`src/ebt_pkg.sv`:
```
// Shared constants and types for the eight bit timer block.
package ebt_pkg;

  ////////////////////////////////////////////////////////////////////////////////
  localparam int unsigned CLK_PERIOD_NS  = 5;
  localparam int unsigned INST_PERIOD_NS = 20;
  localparam int unsigned PHASES         = INST_PERIOD_NS / CLK_PERIOD_NS;

  localparam logic [1:0] PHASE_Q2 = 2'h1;
  localparam logic [1:0] PHASE_Q4 = 2'h3;

  ////////////////////////////////////////////////////////////////////////////////
  localparam logic [3:0] OFS_COUNT    = 4'h0;
  localparam logic [3:0] OFS_OPTION   = 4'h1;
  localparam logic [3:0] OFS_FLAG     = 4'h2;
  localparam logic [3:0] OFS_IRQ_STAT = 4'h3;
  localparam logic [3:0] OFS_IRQ_MASK = 4'h4;

  localparam int unsigned OPT_SOURCE = 5;
  localparam int unsigned OPT_EDGE   = 4;
  localparam int unsigned OPT_BYPASS = 3;
  localparam int unsigned FLAG_OVF   = 0;
  localparam int unsigned FLAG_IE    = 1;

  localparam logic [5:0] OPTION_RESET = 6'h3F;
  localparam logic [7:0] COUNT_RESET  = 8'h00;
  localparam logic [7:0] COUNT_TOP    = 8'hFF;

  typedef enum logic [2:0] {
    EBT_RUN   = 3'h1,
    EBT_HOLD1 = 3'h2,
    EBT_HOLD2 = 3'h4
  } ebt_hold_type;

endpackage

```
`src/ebt_prescaler.sv`:
```
// Programmable power-of-two prescaler for the eight bit timer.
`timescale 1ns/1ps

module ebt_prescaler #(
  parameter int unsigned WIDTH = 8
) (
  // Clock and reset
  input  wire logic             mclk_i,
  input  wire logic             rst_n_i,
  // Control
  input  wire logic             tick_i,
  input  wire logic             clr_i,
  input  wire logic             bypass_i,
  input  wire logic [2:0]       rate_i,
  // Result
  output logic                  tick_o
);

  logic [WIDTH-1:0] cnt_r;
  logic [WIDTH-1:0] lim;
  logic             wrap;

  // Rate 7 wraps the shifted value to zero, so the limit becomes all ones.
  assign lim  = WIDTH'((WIDTH+1)'(2) << rate_i) - WIDTH'(1);
  assign wrap = (cnt_r == lim);

  assign tick_o = bypass_i ? tick_i : (tick_i & wrap);

  always_ff @(posedge mclk_i or negedge rst_n_i) begin
    if (!rst_n_i) begin
      cnt_r <= '0;
    end else if (clr_i) begin
      cnt_r <= '0;
    end else if (tick_i && !bypass_i) begin
      cnt_r <= wrap ? '0 : cnt_r + WIDTH'(1);
    end
  end

endmodule

```
`src/ebt_timer.sv`:
```
// Eight bit timer/counter with prescaler, overflow flag and interrupt.
`timescale 1ns/1ps

// How it works
// - One 8-bit count register works as timer or counter by source choice.
// - Timer mode without prescaler adds one each instruction cycle.
// - Source select zero picks the instruction clock.
// - Incrementing is held off for two instruction cycles after a count write.
// - Counter mode counts rising edges, or falling edges when edge select is one.
// - Source select one picks the external count input.
// - The block owns its own 8-bit prescaler.
// - An overflow pulse is offered to gate the sixteen bit timer.
// - Bypass zero inserts prescaler dividing 1:2 to 1:256; bypass one gives 1:1.
// - Each count write clears the prescaler, which software cannot access.
// - Rollover FFh to 00h sets the overflow flag; only software clears it.
// - Counter mode samples prescaler output on Q2 and Q4 before incrementing.
module ebt_timer (
  // Clock and reset
  input  wire logic       mclk_i,
  input  wire logic       rst_n_i,
  // Register port
  input  wire logic [3:0] addr_i,
  input  wire logic [7:0] wdata_i,
  input  wire logic       wr_i,
  input  wire logic       rd_i,
  output logic      [7:0] rdata_o,
  // External count input
  input  wire logic       external_count_input_i,
  // Outputs
  output logic            irq_o,
  output logic            gate_o
);

  ////////////////////////////////////////////////////////////////////////////////
  logic [1:0]             phase_r;
  logic [7:0]             count_register_r;
  logic [5:0]             option_r;
  logic                   overflow_flag_r;
  logic                   overflow_irq_enable_r;
  logic                   irq_stat_r;
  logic                   irq_mask_r;
  logic                   ext_prev_r;
  logic                   pend_r;
  ebt_pkg::ebt_hold_type  hold_r;
  logic                   q2_en;
  logic                   q4_en;
  logic                   wr_count;
  logic                   edge_hit;
  logic                   pre_in;
  logic                   pre_out;
  logic                   src_tick;
  logic                   inc;
  logic                   ovf;
  logic                   count_source_select;
  logic                   count_edge_select;
  logic                   prescaler_bypass;
  logic [2:0]             prescale_rate;

  assign count_source_select = option_r[ebt_pkg::OPT_SOURCE];
  assign count_edge_select   = option_r[ebt_pkg::OPT_EDGE];
  assign prescaler_bypass    = option_r[ebt_pkg::OPT_BYPASS];
  assign prescale_rate       = option_r[2:0];

  assign q2_en    = (phase_r == ebt_pkg::PHASE_Q2);
  assign q4_en    = (phase_r == ebt_pkg::PHASE_Q4);
  assign wr_count = wr_i && (addr_i == ebt_pkg::OFS_COUNT);

  ////////////////////////////////////////////////////////////////////////////////
  // Four clock phases make one instruction cycle; Q4 ends it.
  always_ff @(posedge mclk_i or negedge rst_n_i) begin
    if (!rst_n_i) begin
      phase_r <= 2'h0;
    end else begin
      phase_r <= phase_r + 2'h1;
    end
  end

  always_ff @(posedge mclk_i or negedge rst_n_i) begin
    if (!rst_n_i) begin
      ext_prev_r <= 1'b0;
    end else begin
      ext_prev_r <= external_count_input_i;
    end
  end

  assign edge_hit = count_edge_select ? (ext_prev_r && !external_count_input_i)
                                      : (!ext_prev_r && external_count_input_i);

  assign pre_in = count_source_select ? edge_hit : q4_en;

  ebt_prescaler #(
    .WIDTH (8)
  ) u_pre (
    .mclk_i   (mclk_i),
    .rst_n_i  (rst_n_i),
    .tick_i   (pre_in),
    .clr_i    (wr_count),
    .bypass_i (prescaler_bypass),
    .rate_i   (prescale_rate),
    .tick_o   (pre_out)
  );

  // Edges faster than two per instruction cycle are lost; the input must be slow.
  always_ff @(posedge mclk_i or negedge rst_n_i) begin
    if (!rst_n_i) begin
      pend_r <= 1'b0;
    end else if (!count_source_select || wr_count) begin
      pend_r <= 1'b0;
    end else if (pre_out) begin
      pend_r <= 1'b1;
    end else if (q2_en || q4_en) begin
      pend_r <= 1'b0;
    end
  end

  assign src_tick = count_source_select ? (pend_r && (q2_en || q4_en)) : pre_out;

  ////////////////////////////////////////////////////////////////////////////////
  always_ff @(posedge mclk_i or negedge rst_n_i) begin
    if (!rst_n_i) begin
      hold_r <= ebt_pkg::EBT_RUN;
    end else if (wr_count) begin
      hold_r <= ebt_pkg::EBT_HOLD2;
    end else if (q4_en) begin
      case (hold_r)
        ebt_pkg::EBT_HOLD2: begin
          hold_r <= ebt_pkg::EBT_HOLD1;
        end
        ebt_pkg::EBT_HOLD1: begin
          hold_r <= ebt_pkg::EBT_RUN;
        end
        default: begin
          hold_r <= ebt_pkg::EBT_RUN;
        end
      endcase
    end
  end

  assign inc = src_tick && (hold_r == ebt_pkg::EBT_RUN) && !wr_count;
  assign ovf = inc && (count_register_r == ebt_pkg::COUNT_TOP);

  always_ff @(posedge mclk_i or negedge rst_n_i) begin
    if (!rst_n_i) begin
      count_register_r <= ebt_pkg::COUNT_RESET;
    end else if (wr_count) begin
      count_register_r <= wdata_i;
    end else if (inc) begin
      count_register_r <= count_register_r + 8'h01;
    end
  end

  always_ff @(posedge mclk_i or negedge rst_n_i) begin
    if (!rst_n_i) begin
      gate_o <= 1'b0;
    end else begin
      gate_o <= ovf;
    end
  end

  ////////////////////////////////////////////////////////////////////////////////
  always_ff @(posedge mclk_i or negedge rst_n_i) begin
    if (!rst_n_i) begin
      option_r <= ebt_pkg::OPTION_RESET;
    end else if (wr_i && (addr_i == ebt_pkg::OFS_OPTION)) begin
      option_r <= wdata_i[5:0];
    end
  end

  // A rollover in the cycle of a clearing write keeps the flag set.
  always_ff @(posedge mclk_i or negedge rst_n_i) begin
    if (!rst_n_i) begin
      overflow_flag_r       <= 1'b0;
      overflow_irq_enable_r <= 1'b0;
    end else begin
      if (wr_i && (addr_i == ebt_pkg::OFS_FLAG)) begin
        overflow_irq_enable_r <= wdata_i[ebt_pkg::FLAG_IE];
      end
      if (ovf) begin
        overflow_flag_r <= 1'b1;
      end else if (wr_i && (addr_i == ebt_pkg::OFS_FLAG)) begin
        overflow_flag_r <= wdata_i[ebt_pkg::FLAG_OVF];
      end
    end
  end

  always_ff @(posedge mclk_i or negedge rst_n_i) begin
    if (!rst_n_i) begin
      irq_stat_r <= 1'b0;
    end else if (ovf) begin
      irq_stat_r <= 1'b1;
    end else if (rd_i && (addr_i == ebt_pkg::OFS_IRQ_STAT)) begin
      irq_stat_r <= 1'b0;
    end
  end

  always_ff @(posedge mclk_i or negedge rst_n_i) begin
    if (!rst_n_i) begin
      irq_mask_r <= 1'b0;
    end else if (wr_i && (addr_i == ebt_pkg::OFS_IRQ_MASK)) begin
      irq_mask_r <= wdata_i[0];
    end
  end

  always_ff @(posedge mclk_i or negedge rst_n_i) begin
    if (!rst_n_i) begin
      irq_o <= 1'b0;
    end else begin
      irq_o <= (irq_stat_r || ovf) && irq_mask_r;
    end
  end

  always_ff @(posedge mclk_i or negedge rst_n_i) begin
    if (!rst_n_i) begin
      rdata_o <= 8'h00;
    end else if (rd_i) begin
      case (addr_i)
        ebt_pkg::OFS_COUNT: begin
          rdata_o <= count_register_r;
        end
        ebt_pkg::OFS_OPTION: begin
          rdata_o <= {2'h0, option_r};
        end
        ebt_pkg::OFS_FLAG: begin
          rdata_o <= {6'h00, overflow_irq_enable_r, overflow_flag_r};
        end
        ebt_pkg::OFS_IRQ_STAT: begin
          rdata_o <= {7'h00, irq_stat_r};
        end
        ebt_pkg::OFS_IRQ_MASK: begin
          rdata_o <= {7'h00, irq_mask_r};
        end
        default: begin
          rdata_o <= 8'h00;
        end
      endcase
    end else begin
      rdata_o <= 8'h00;
    end
  end
endmodule

```
`config.mk`:
```
export PLATFORM = sky130hd
export DESIGN_NAME = ebt_timer
export DESIGN_NICKNAME = d
export VERILOG_FILES = /design/src/ebt_pkg.sv /design/src/ebt_prescaler.sv /design/src/ebt_timer.sv
export SDC_FILE = /design/constraint.sdc
export NUM_CORES = 1
export LEC_CHECK = 0
export ABC_AREA = 1
export BUFFER_PORTS_ARGS = -buffer_cell sky130_fd_sc_hd__buf_2
export CAP_MARGIN = 20
export CORE_UTILIZATION = 53
export CTS_CLUSTER_DIAMETER = 100
export CTS_CLUSTER_SIZE = 20
export DETAILED_ROUTE_END_ITERATION = 7
export PLACE_DENSITY = 0.73
export SYNTH_ARGS = -nofsm -noshare
export SYNTH_HDL_FRONTEND = slang
export SYNTH_SLANG_ARGS = --single-unit
export TNS_END_PERCENT = 10
```
`constraint.sdc`:
```
create_clock -name mclk_i -period 3.5 [get_ports mclk_i]
set_input_delay 0.175 -clock mclk_i [delete_from_list [all_inputs] [get_ports mclk_i]]
set_output_delay 0.175 -clock mclk_i [all_outputs]
set_load 0.05 [all_outputs]
```
; ---- After elaboration in Yosys (flattened, before gate mapping)
; Index checks and enable logic that the tools add are counted.
[totals]
reg_bits = 43
in_bits = 17
elab_cells = 79
[classes]
add_sub_neg = 4
eq_ne = 10
n_shift = 1
muxes = 21
n_bitwise = 1
reduce_logical = 28
[ops]
columns = cell, n
row1 = $mux 8, 6
row2 = $pmux 8 s5, 1
row3 = $add 8x1->8 const B, 2
row4 = $logic_and 1x1->1, 13
row5 = $mux 1, 11
row6 = $reduce_bool 2->1, 5
row7 = $eq 4x2->1 const B, 2
row8 = $eq 8x8->1, 1
row9 = $eq 8x8->1 const B, 1
row10 = $shl 2x3->8 const A, 1
row11 = $sub 8x2->8 const B, 1
row12 = $mux 3, 2
row13 = $logic_not 1->1, 5
row14 = $eq 4x1->1 const B, 1
row15 = $eq 4x3->1 const B, 1
row16 = $logic_not 4->1, 1
row17 = $eq 3x1->1 const B, 1
row18 = $eq 3x3->1 const B, 1
row19 = $logic_or 1x1->1, 3
row20 = $reduce_bool 3->1, 1
row21 = $add 2x1->2 const B, 1
row22 = $eq 2x1->1 const B, 1
row23 = $eq 2x2->1 const B, 1
row24 = $mux 2, 1
row25 = $and 1x1->1, 1

; ---- Logic depth before layout (Yosys ltp)
; Gate-level depths: netlist (run 1).
[logic_depth]
word_depth = 12
depth_mapped = 20
ltp_nobuf = 19

; ---- Modules after synthesis
; From an unflattened synthesis (run 1), not the netlist that was laid out.
[unflattened]
cells_unflattened = 345
hier_area_um2 = 2507.4
[modules_own_cells]
columns = module, instances, cells_per_inst, area_each_um2, seq_area_each_um2
row1 = ebt_timer, 1, 218, 1742.9, 884.6
row2 = ebt_prescaler, 1, 127, 764.5, 200.2

; ---- Worst setup path before layout (run 1)
; Ideal clock, no wire load.
[synth_path]
kind = reg-to-reg
start = register option_r[2]
end = register count_register_r[6]
setup_time_ns = 0.074
arrival_ns = 2.054
setup_slack_ns = 1.372
stages_incl_launch_ff = 21
cell_sequence = dfstp_2 -> inv_2 -> nand2_1 -> ha_1 -> inv_1 -> nand2_1 -> nand2_1 -> nand2_1 -> nand2_1 -> nor2_1 -> nand2_1 -> nor2_2 -> nand2_2 -> nand2_2 -> nand2_2 -> nand2_4 -> nand2_4 -> nand2_4 -> buf_12 -> nand2_2 -> o21ai_2
[synth_between]
elab_chain_len = 9
[synth_lines]
columns = element, line
row1 = start: declaration, ebt_timer.sv:37  ; logic [5:0] option_r;
row2 = start signal: assignment, ebt_timer.sv:163  ; option_r <= ebt_pkg::OPTION_RESET;
row3 = start signal: assignment, ebt_timer.sv:165  ; option_r <= wdata_i[5:0];
row4 = $shl 2x3->8, ebt_prescaler.sv:24  ; assign lim = WIDTH'((WIDTH+1)'(2) << rate_i) - WIDTH'(1);
row5 = $sub 8x2->8, ebt_prescaler.sv:24
row6 = $eq 8x8->1, ebt_prescaler.sv:25  ; assign wrap = (cnt_r == lim);
row7 = $and 1x1->1, ebt_prescaler.sv:27  ; assign tick_o = bypass_i ? tick_i : (tick_i & wrap);
row8 = $mux 1, ebt_prescaler.sv:27
row9 = $mux 1, ebt_timer.sv:116  ; assign src_tick = count_source_select ? (pend_r && (q2_en || q4_en)) : pre_out;
row10 = $logic_and 1x1->1 (2 in series), ebt_timer.sv:139  ; assign inc = src_tick && (hold_r == ebt_pkg::EBT_RUN) && !wr_count;
row11 = $reduce_bool 2->1 (no source line), -
row12 = end signal: assignment, ebt_timer.sv:144  ; count_register_r <= ebt_pkg::COUNT_RESET;
row13 = end signal: assignment, ebt_timer.sv:146  ; count_register_r <= wdata_i;
row14 = end signal: assignment, ebt_timer.sv:148  ; count_register_r <= count_register_r + 8'h01;
row15 = end: declaration, ebt_timer.sv:36  ; logic [7:0] count_register_r;
; Every way passes these cells.
; A chain may end at the register's enable or synchronous reset.

; ---- Final worst setup path (run 1)
[layout_path]
start = register option_r[2]
end = register count_register_r[7]
; Same word-level chain as after synthesis.

==> qor.csv, run 1 <==
stage,metric,value,unit
placed_design,place_congestion,0.8842,
timing,finalHoldViolations,0,
die,rows,24,
routing,drt-initial-drc-count,144,
synth,netlist_area,2386,um2
critical_path,required,3.74,ns
routing,dr_total_vias,1912,
synth,ys_warn_count,0,
timing,worst_pin_slew,0.9301,ns
finish,syn2layout_area_growth,10.59,%
synth,synth-seq-cells,43,
die,die_area,4774,um2
placed_design,portBuffers,26,
timing,clock.fmax,421.1,MHz
run,drv_cap,0,
min_path,hold_class,input port to async pin,
cts,cts_tree,built,
synth,synth_commonest_cells,"nand2_1 (76), inv_1 (41), dfrtp_1 (36)",
cts,clock_latency,0.30,ns
cts,cts_resized,0,
routing,wire_per_inst,12.48,um
critical_path,path_class,register to register,
global_route,grt_pass1_vias,1715,
die,die_y,69.10,um
power_and_ir_drop,p_total,1.510,mW
synth,synth_edf_count,0,
cts,path_clk_slew,0.08,ns
global_route,antenna_found_initial,0,
synth,syn_inst,292,
synth,yosys.area.top_type,dfrtp_1,
cts,cts_root_buffer,clkbuf_8,
synth,ys_seq_area_frac,0.4546,
global_route,globalRouteOverflowTotal,0,
timing,worst_clock_skew,0.006040,ns
critical_path,crit_arrival,2.61,ns
routing,avgViaCountPerCell,5.085,
synth,syn_area_per_cell,8.171,um2
timing,period_needed,2.375,ns
die,core-area,4354,um2
cts,cts_setup_buffers,0,
synth,synth_nets,314,
global_route,grt_pass1_wl,8052,um
synth,synth_top_area_frac,0.3776,
synth,netlist_top_cells_area,"dfrtp_1 (38%), nand2_1 (12%), dfstp_2 (7.7%)",
die,pin_count,27,
timing,final.setup.tns,0,ns
critical_path,path_max_fanout,14,
timing,setup_viol,0,
finish,nets,345,
synth,yosysUniqueCellTypes,31,
routing,finalWirelength,4693,um
routing,drt-pass1-iter-count,4,
cts,cts_num_sinks,43,
routing,antenna_left,0,
cts,clk_path_buf_depth,2,
finish,drive_gt1_frac,0.2037,
timing,finalCritPeriodShare,0.6786,
critical_path,end_kind,register,
synth,synth_top_flop_cell,dfrtp_1,
critical_path,worstSetupStartpointType,register,
synth,yosys.cell_count.top_type,nand2_1,
run_status,status,"finished, final reports clean",
finish,antenna_cells,0,
power_and_ir_drop,leakagePower,1.345,nW
die,chipWidth,69.10,um
timing,maxSlewHeadroom,0.3799,
power_and_ir_drop,worst_ir_drop_vdd,256.7,uV
die,start_util,0.5480,
timing,slew_viol_final,0,
timing,rsz0062_at_grt,no,
placed_design,dp_hpwl,3500,um
routing,drc,0,
global_route,grt_use_total,0.2149,
cts,numCtsBuffers,5,
cts,htree_levels,2,
synth,async_flop_share,1.000,
global_route,grt_max_degree,44,
power_and_ir_drop,power_density,572.1,nW/um2
[what timing repair did]
| action | 4_1_cts | 5_1_grt |
|---|---|---|
| hold buffers | 1 | 0 |
| endpoints found under the hold margin | 1 | 0 |
| setup endpoints to repair | 0 | 0 |
[logic make-up (layout without fill, tap and decap cells)]
logic type               Yosys count  after routing  synth area share
AND/OR/NAND/NOR                  140            140            0.2653
buffers and inverters             46             78           0.08652
AO/OA/AOI/OAI                     43             43            0.1112
flip-flops                        43             43            0.4546
XOR/XNOR                          14             14           0.05139
adder cells (fa/ha/maj)            5              5           0.02622
multiplexers                       1              1          0.004719
[area by class of cell]
class / count / area [um2]
inverters: 42 / 157.7
clock inverters: 3 / 20.02
clock buffers: 5 / 68.82
fillers: 389 / 1715
repair buffers: 28 / 147.6
well taps: 52 / 65.06
multi-input cells: 203 / 1095
flip-flops and latches: 43 / 1085
[metrics by stage]
step                cell area (um2)  utilization  worst slack, ns  instances  hold slack (ns)
floorplan                      2386            -            1.372        292          -0.1206
global placement               2540       0.5833            1.220        367           0.3038
detailed placement             2540       0.5833            1.147        367           0.3073
CTS                            2639       0.6060            1.127        376          0.04137
global route                   2639       0.6060           0.8462        376          0.07110
finish                         2639       0.6060            1.125        376         0.007008
[worst max-delay path, cell delays in order, from the launching register on]
cell and delay [ns]:
dfstp_2 0.60, inv_2 0.09, nand2_1 0.10, ha_1 0.27, inv_1 0.08, nand2_1 0.06, nand2_1 0.05, nand2_1 0.05
nand2_1 0.05, nor2_1 0.08, nand2_1 0.07, nor2_2 0.09, nand2_2 0.07, nand2_2 0.07, nand2_2 0.06, nand2_4 0.08
nand2_4 0.05, nand2_4 0.21, nand2_1 0.10, o21ai_2 0.06
[where the power goes]
part           internal [mW]  switching, mW  total [mW]
Sequential             0.615          0.108       0.722
Combinational          0.186          0.285       0.471
Clock                  0.139          0.178       0.316
Total                  0.940          0.570        1.51
[path summary, 6_finish.rpt]
path                                         start                               to  slack [ns]  cells after the start
min reg2reg                   phase_r[0]$_DFF_PN0_             phase_r[0]$_DFF_PN0_        0.47                      1
min in group mclk_i                           rd_i             rdata_o[1]$_DFF_PN0_        0.08                      3
max in group asynchronous                  rst_n_i             phase_r[0]$_DFF_PN0_        2.92                      1
min                                        rst_n_i       u_pre.cnt_r[6]$_DFFE_PN0P_       0.007                      1
max                        option_r[2]$_DFFE_PN1P_  count_register_r[7]$_DFFE_PN0P_        1.13                     19
max reg2reg                option_r[2]$_DFFE_PN1P_  count_register_r[7]$_DFFE_PN0P_        1.13                     19
[cell usage in the layout, fill, tap and decap left out]
cell / count
a21oi_1: 11
a221oi_1: 1
a22oi_1: 1
a31o_2: 1
buf_2: 26
buf_4: 1
clkbuf_8: 5
clkinv_2: 1
clkinvlp_4: 2
dfrtp_1: 36
dfstp_2: 7
dlygate4sd3_1: 1
ha_1: 5
inv_1: 41
inv_2: 1
mux2_2: 1
nand2_1: 76
nand2_2: 9
nand2_4: 3
nand3_1: 14
nand3b_1: 2
nand4_1: 7
nor2_1: 18
nor2_2: 2
nor3_1: 7
nor3b_1: 1
nor4_1: 1
o21ai_0: 14
o21ai_2: 7
o21bai_1: 1
o221ai_1: 1
o22ai_1: 6
xor2_1: 14
[sequential cells by signal, indices dropped and copies added (netlist names)]
name / cells
u_pre.cnt_r: 8
overflow_irq_enable_r: 1
ext_prev_r: 1
phase_r: 2
overflow_flag_r: 1
rdata_o: 8
count_register_r: 8
irq_stat_r: 1
option_r: 6
irq_mask_r: 1
irq_o: 1
hold_r: 3
pend_r: 1
gate_o: 1
[per-layer routing]
metal	up-vias	track usage	part of all wire
li1	997	-	-
met1	870	0.3050	0.50
met2	39	0.3236	0.44
met3	6	0.04971	0.044
met4	0	0.07483	0.015
met5	-	0	0
Note: power is estimated with default switching activity, not from simulation.
==> run 2, diff against run 1 <==
--- a/config.mk
+++ b/config.mk
@@ -8,11 +8,11 @@
 export ABC_AREA = 1
 export BUFFER_PORTS_ARGS = -buffer_cell sky130_fd_sc_hd__buf_2
 export CAP_MARGIN = 20
-export CORE_UTILIZATION = 53
+export CORE_UTILIZATION = 52
 export CTS_CLUSTER_DIAMETER = 100
 export CTS_CLUSTER_SIZE = 20
 export DETAILED_ROUTE_END_ITERATION = 7
-export PLACE_DENSITY = 0.73
+export PLACE_DENSITY = 0.75
 export SYNTH_ARGS = -nofsm -noshare
 export SYNTH_HDL_FRONTEND = slang
 export SYNTH_SLANG_ARGS = --single-unit
==> constraint.sdc (replaced) <==
create_clock -name mclk_i -period 2.1 [get_ports mclk_i]
set_input_delay 0.105 -clock mclk_i [delete_from_list [all_inputs] [get_ports mclk_i]]
set_output_delay 0.105 -clock mclk_i [all_outputs]
set_load 0.05 [all_outputs]
==> qor.csv, run 2 (synthesis gave the netlist of run 1 again) <==
stage,metric,value,unit
critical_path,reg2reg_depth,14,
power_and_ir_drop,power_density,946.9,nW/um2
placed_design,place_congestion,0.9220,
die,die_area,4864,um2
routing,drc,0,
critical_path,end_kind,register,
critical_path,r2r_setup_slack,-0.04,ns
timing,finalCritPeriodShare,1.018,
critical_path,worstSetupStartpointType,register,
die,pin_count,27,
timing,layout_setup_ws,-0.03732,ns
finish,most-common-layout-cells,"nand2_1 (70), inv_1 (39), dfrtp_1 (36), buf_2 (26)",
global_route,grt_use_total,0.2331,
run_status,violations,setup timing,
die,rows,24,
global_route,antenna_found_initial,0,
global_route,grt_pass1_vias,1958,
run_status,status,finished with violations,
critical_path,r2r-start,option_r[0]$_DFFE_PN1P_,
global_route,grt_max_degree,18,
cts,clock_latency,0.30,ns
critical_path,r2r-end,irq_o$_DFF_PN0_,
die,start_util,0.5442,
timing,finalHoldViolations,0,
global_route,grt_pass1_wl,8970,um
finish,syn2layout_area_growth,17.83,%
finish,antenna_cells,0,
critical_path,crit_arrival,2.37,ns
power_and_ir_drop,leakagePower,1.437,nW
cts,cts_root_buffer,clkbuf_8,
placed_design,portBuffers,26,
power_and_ir_drop,p_total,2.662,mW
critical_path,crit_path_end,irq_o$_DFF_PN0_,
routing,wire_per_inst,12.90,um
cts,numCtsBuffers,5,
power_and_ir_drop,worst_ir_drop_vdd,449.7,uV
finish,reg.largest.list,"count_register_r x8, rdata_o x8, u_pre.cnt_r x8",
routing,finalWirelength,5056,um
run,drv_cap,0,
finish,nFillCells,362,
die,chipWidth,69.74,um
timing,worst_clock_skew,0.007387,ns
routing,dr_total_vias,2055,
timing,clock.fmax,467.9,MHz
cts,clk_path_buf_depth,2,
die,core-area,4384,um2
routing,drt-initial-drc-count,123,
timing,setup_viol,2,
routing,drt-pass1-iter-count,4,
routing,antenna_left,0,
finish,mostFrequentLayoutCell,nand2_1,
finish,nets,362,
critical_path,required,2.33,ns
cts,cts_num_sinks,43,
timing,maxSlewHeadroom,0.6875,
timing,slew_viol_final,0,
routing,avgViaCountPerCell,5.242,
global_route,globalRouteOverflowTotal,0,
cts,htree_levels,2,
cts,cts_tree,built,
die,die_y,69.74,um
critical_path,path_max_fanout,4,
timing,worst_pin_slew,0.4645,ns
timing,hold_ws,0.01531,ns
cts,path_clk_slew,0.08,ns
min_path,hold_class,input port to register,
finish,drive_gt1_frac,0.2706,
critical_path,path_class,register to register,
timing,rsz0062_at_grt,yes,
placed_design,dp_hpwl,3809,um
critical_path,crit_path_start,option_r[0]$_DFFE_PN1P_,
timing,period_needed,2.137,ns
==> run 2: worst max-delay path, stage by stage (launching register included) <==
cell	delay, ns
dfstp_2	0.58
nand3_2	0.10
ha_4	0.28
nand2_1	0.05
nand2_1	0.07
nand4_1	0.07
nor2_1	0.10
nand2_1	0.06
nor2_2	0.09
nand2_2	0.07
nand2_2	0.07
nand2_2	0.06
nand2_4	0.09
nand4_1	0.19
a21oi_1	0.19
==> run 2: area by class of cell <==
cell class / count / area (um2) / share of cell area
clock buffer: 6 / 82.58 / 0.02937
clock inverter: 1 / 5.005 / 0.001780
inverter: 42 / 157.7 / 0.05607
multi-input combinational: 203 / 1139 / 0.4050
sequential: 43 / 1085 / 0.3858
tap: 52 / 65.06 / 0.02314
timing repair buffer: 45 / 277.8 / 0.09880
==> run 2: worst min path at each step <==
| stage | endpoint | start | cells past startpoint |
|---|---|---|---|
| 6_report | rdata_o[1]$_DFF_PN0_ | rd_i | 3 |
| 5_1_grt | rdata_o[1]$_DFF_PN0_ | rd_i | 3 |
| 4_1_cts | rdata_o[1]$_DFF_PN0_ | rd_i | 3 |
| 3_5_place_dp | phase_r[1]$_DFF_PN0_ | rst_n_i | 1 |
| 3_3_place_gp | phase_r[1]$_DFF_PN0_ | rst_n_i | 1 |
| 2_1_floorplan | count_register_r[0]$_DFFE_PN0P_ | rst_n_i | 0 |
==> run 2: routing by layer <==
metal  GRT usage  vias to the layer above  routed length (um)
li1            -                     1034                   -
met4     0.07111                        0                  70
met2      0.3679                       54                2365
met3     0.05087                       11                 244
met5           0                        -                   0
met1      0.3232                      956                2375
==> run 2: power by group <==
group	switching [mW]	internal, mW
combinational	0.529	0.392
clock	0.287	0.258
sequential	0.172	1.02
==> run 2: timing repair <==
action / 4_1_cts / 5_1_grt
setup buffers: 3 / 1
hold endpoints to repair: 13 / 0
setup endpoints to repair: 9 / 13
gates resized for setup: 7 / 6
hold buffers: 2 / 0
pin swaps: 6 / 9
==> run 2: stage by stage <==
step / utilization / setup TNS [ns] / setup slack (ns) / cell area (um2) / instances
6_report: 0.6413 / -0.05073 / -0.03732 / 2811 / 392
5_1_grt: 0.6413 / -2.004 / -0.2158 / 2811 / 392
2_1_floorplan: - / 0 / 0.005209 / 2389 / 292
4_1_cts: 0.6367 / -0.01139 / -0.01139 / 2791 / 391
3_3_place_gp: 0.6005 / -0.07525 / -0.02137 / 2633 / 379
3_5_place_dp: 0.6005 / -0.6363 / -0.09319 / 2633 / 379
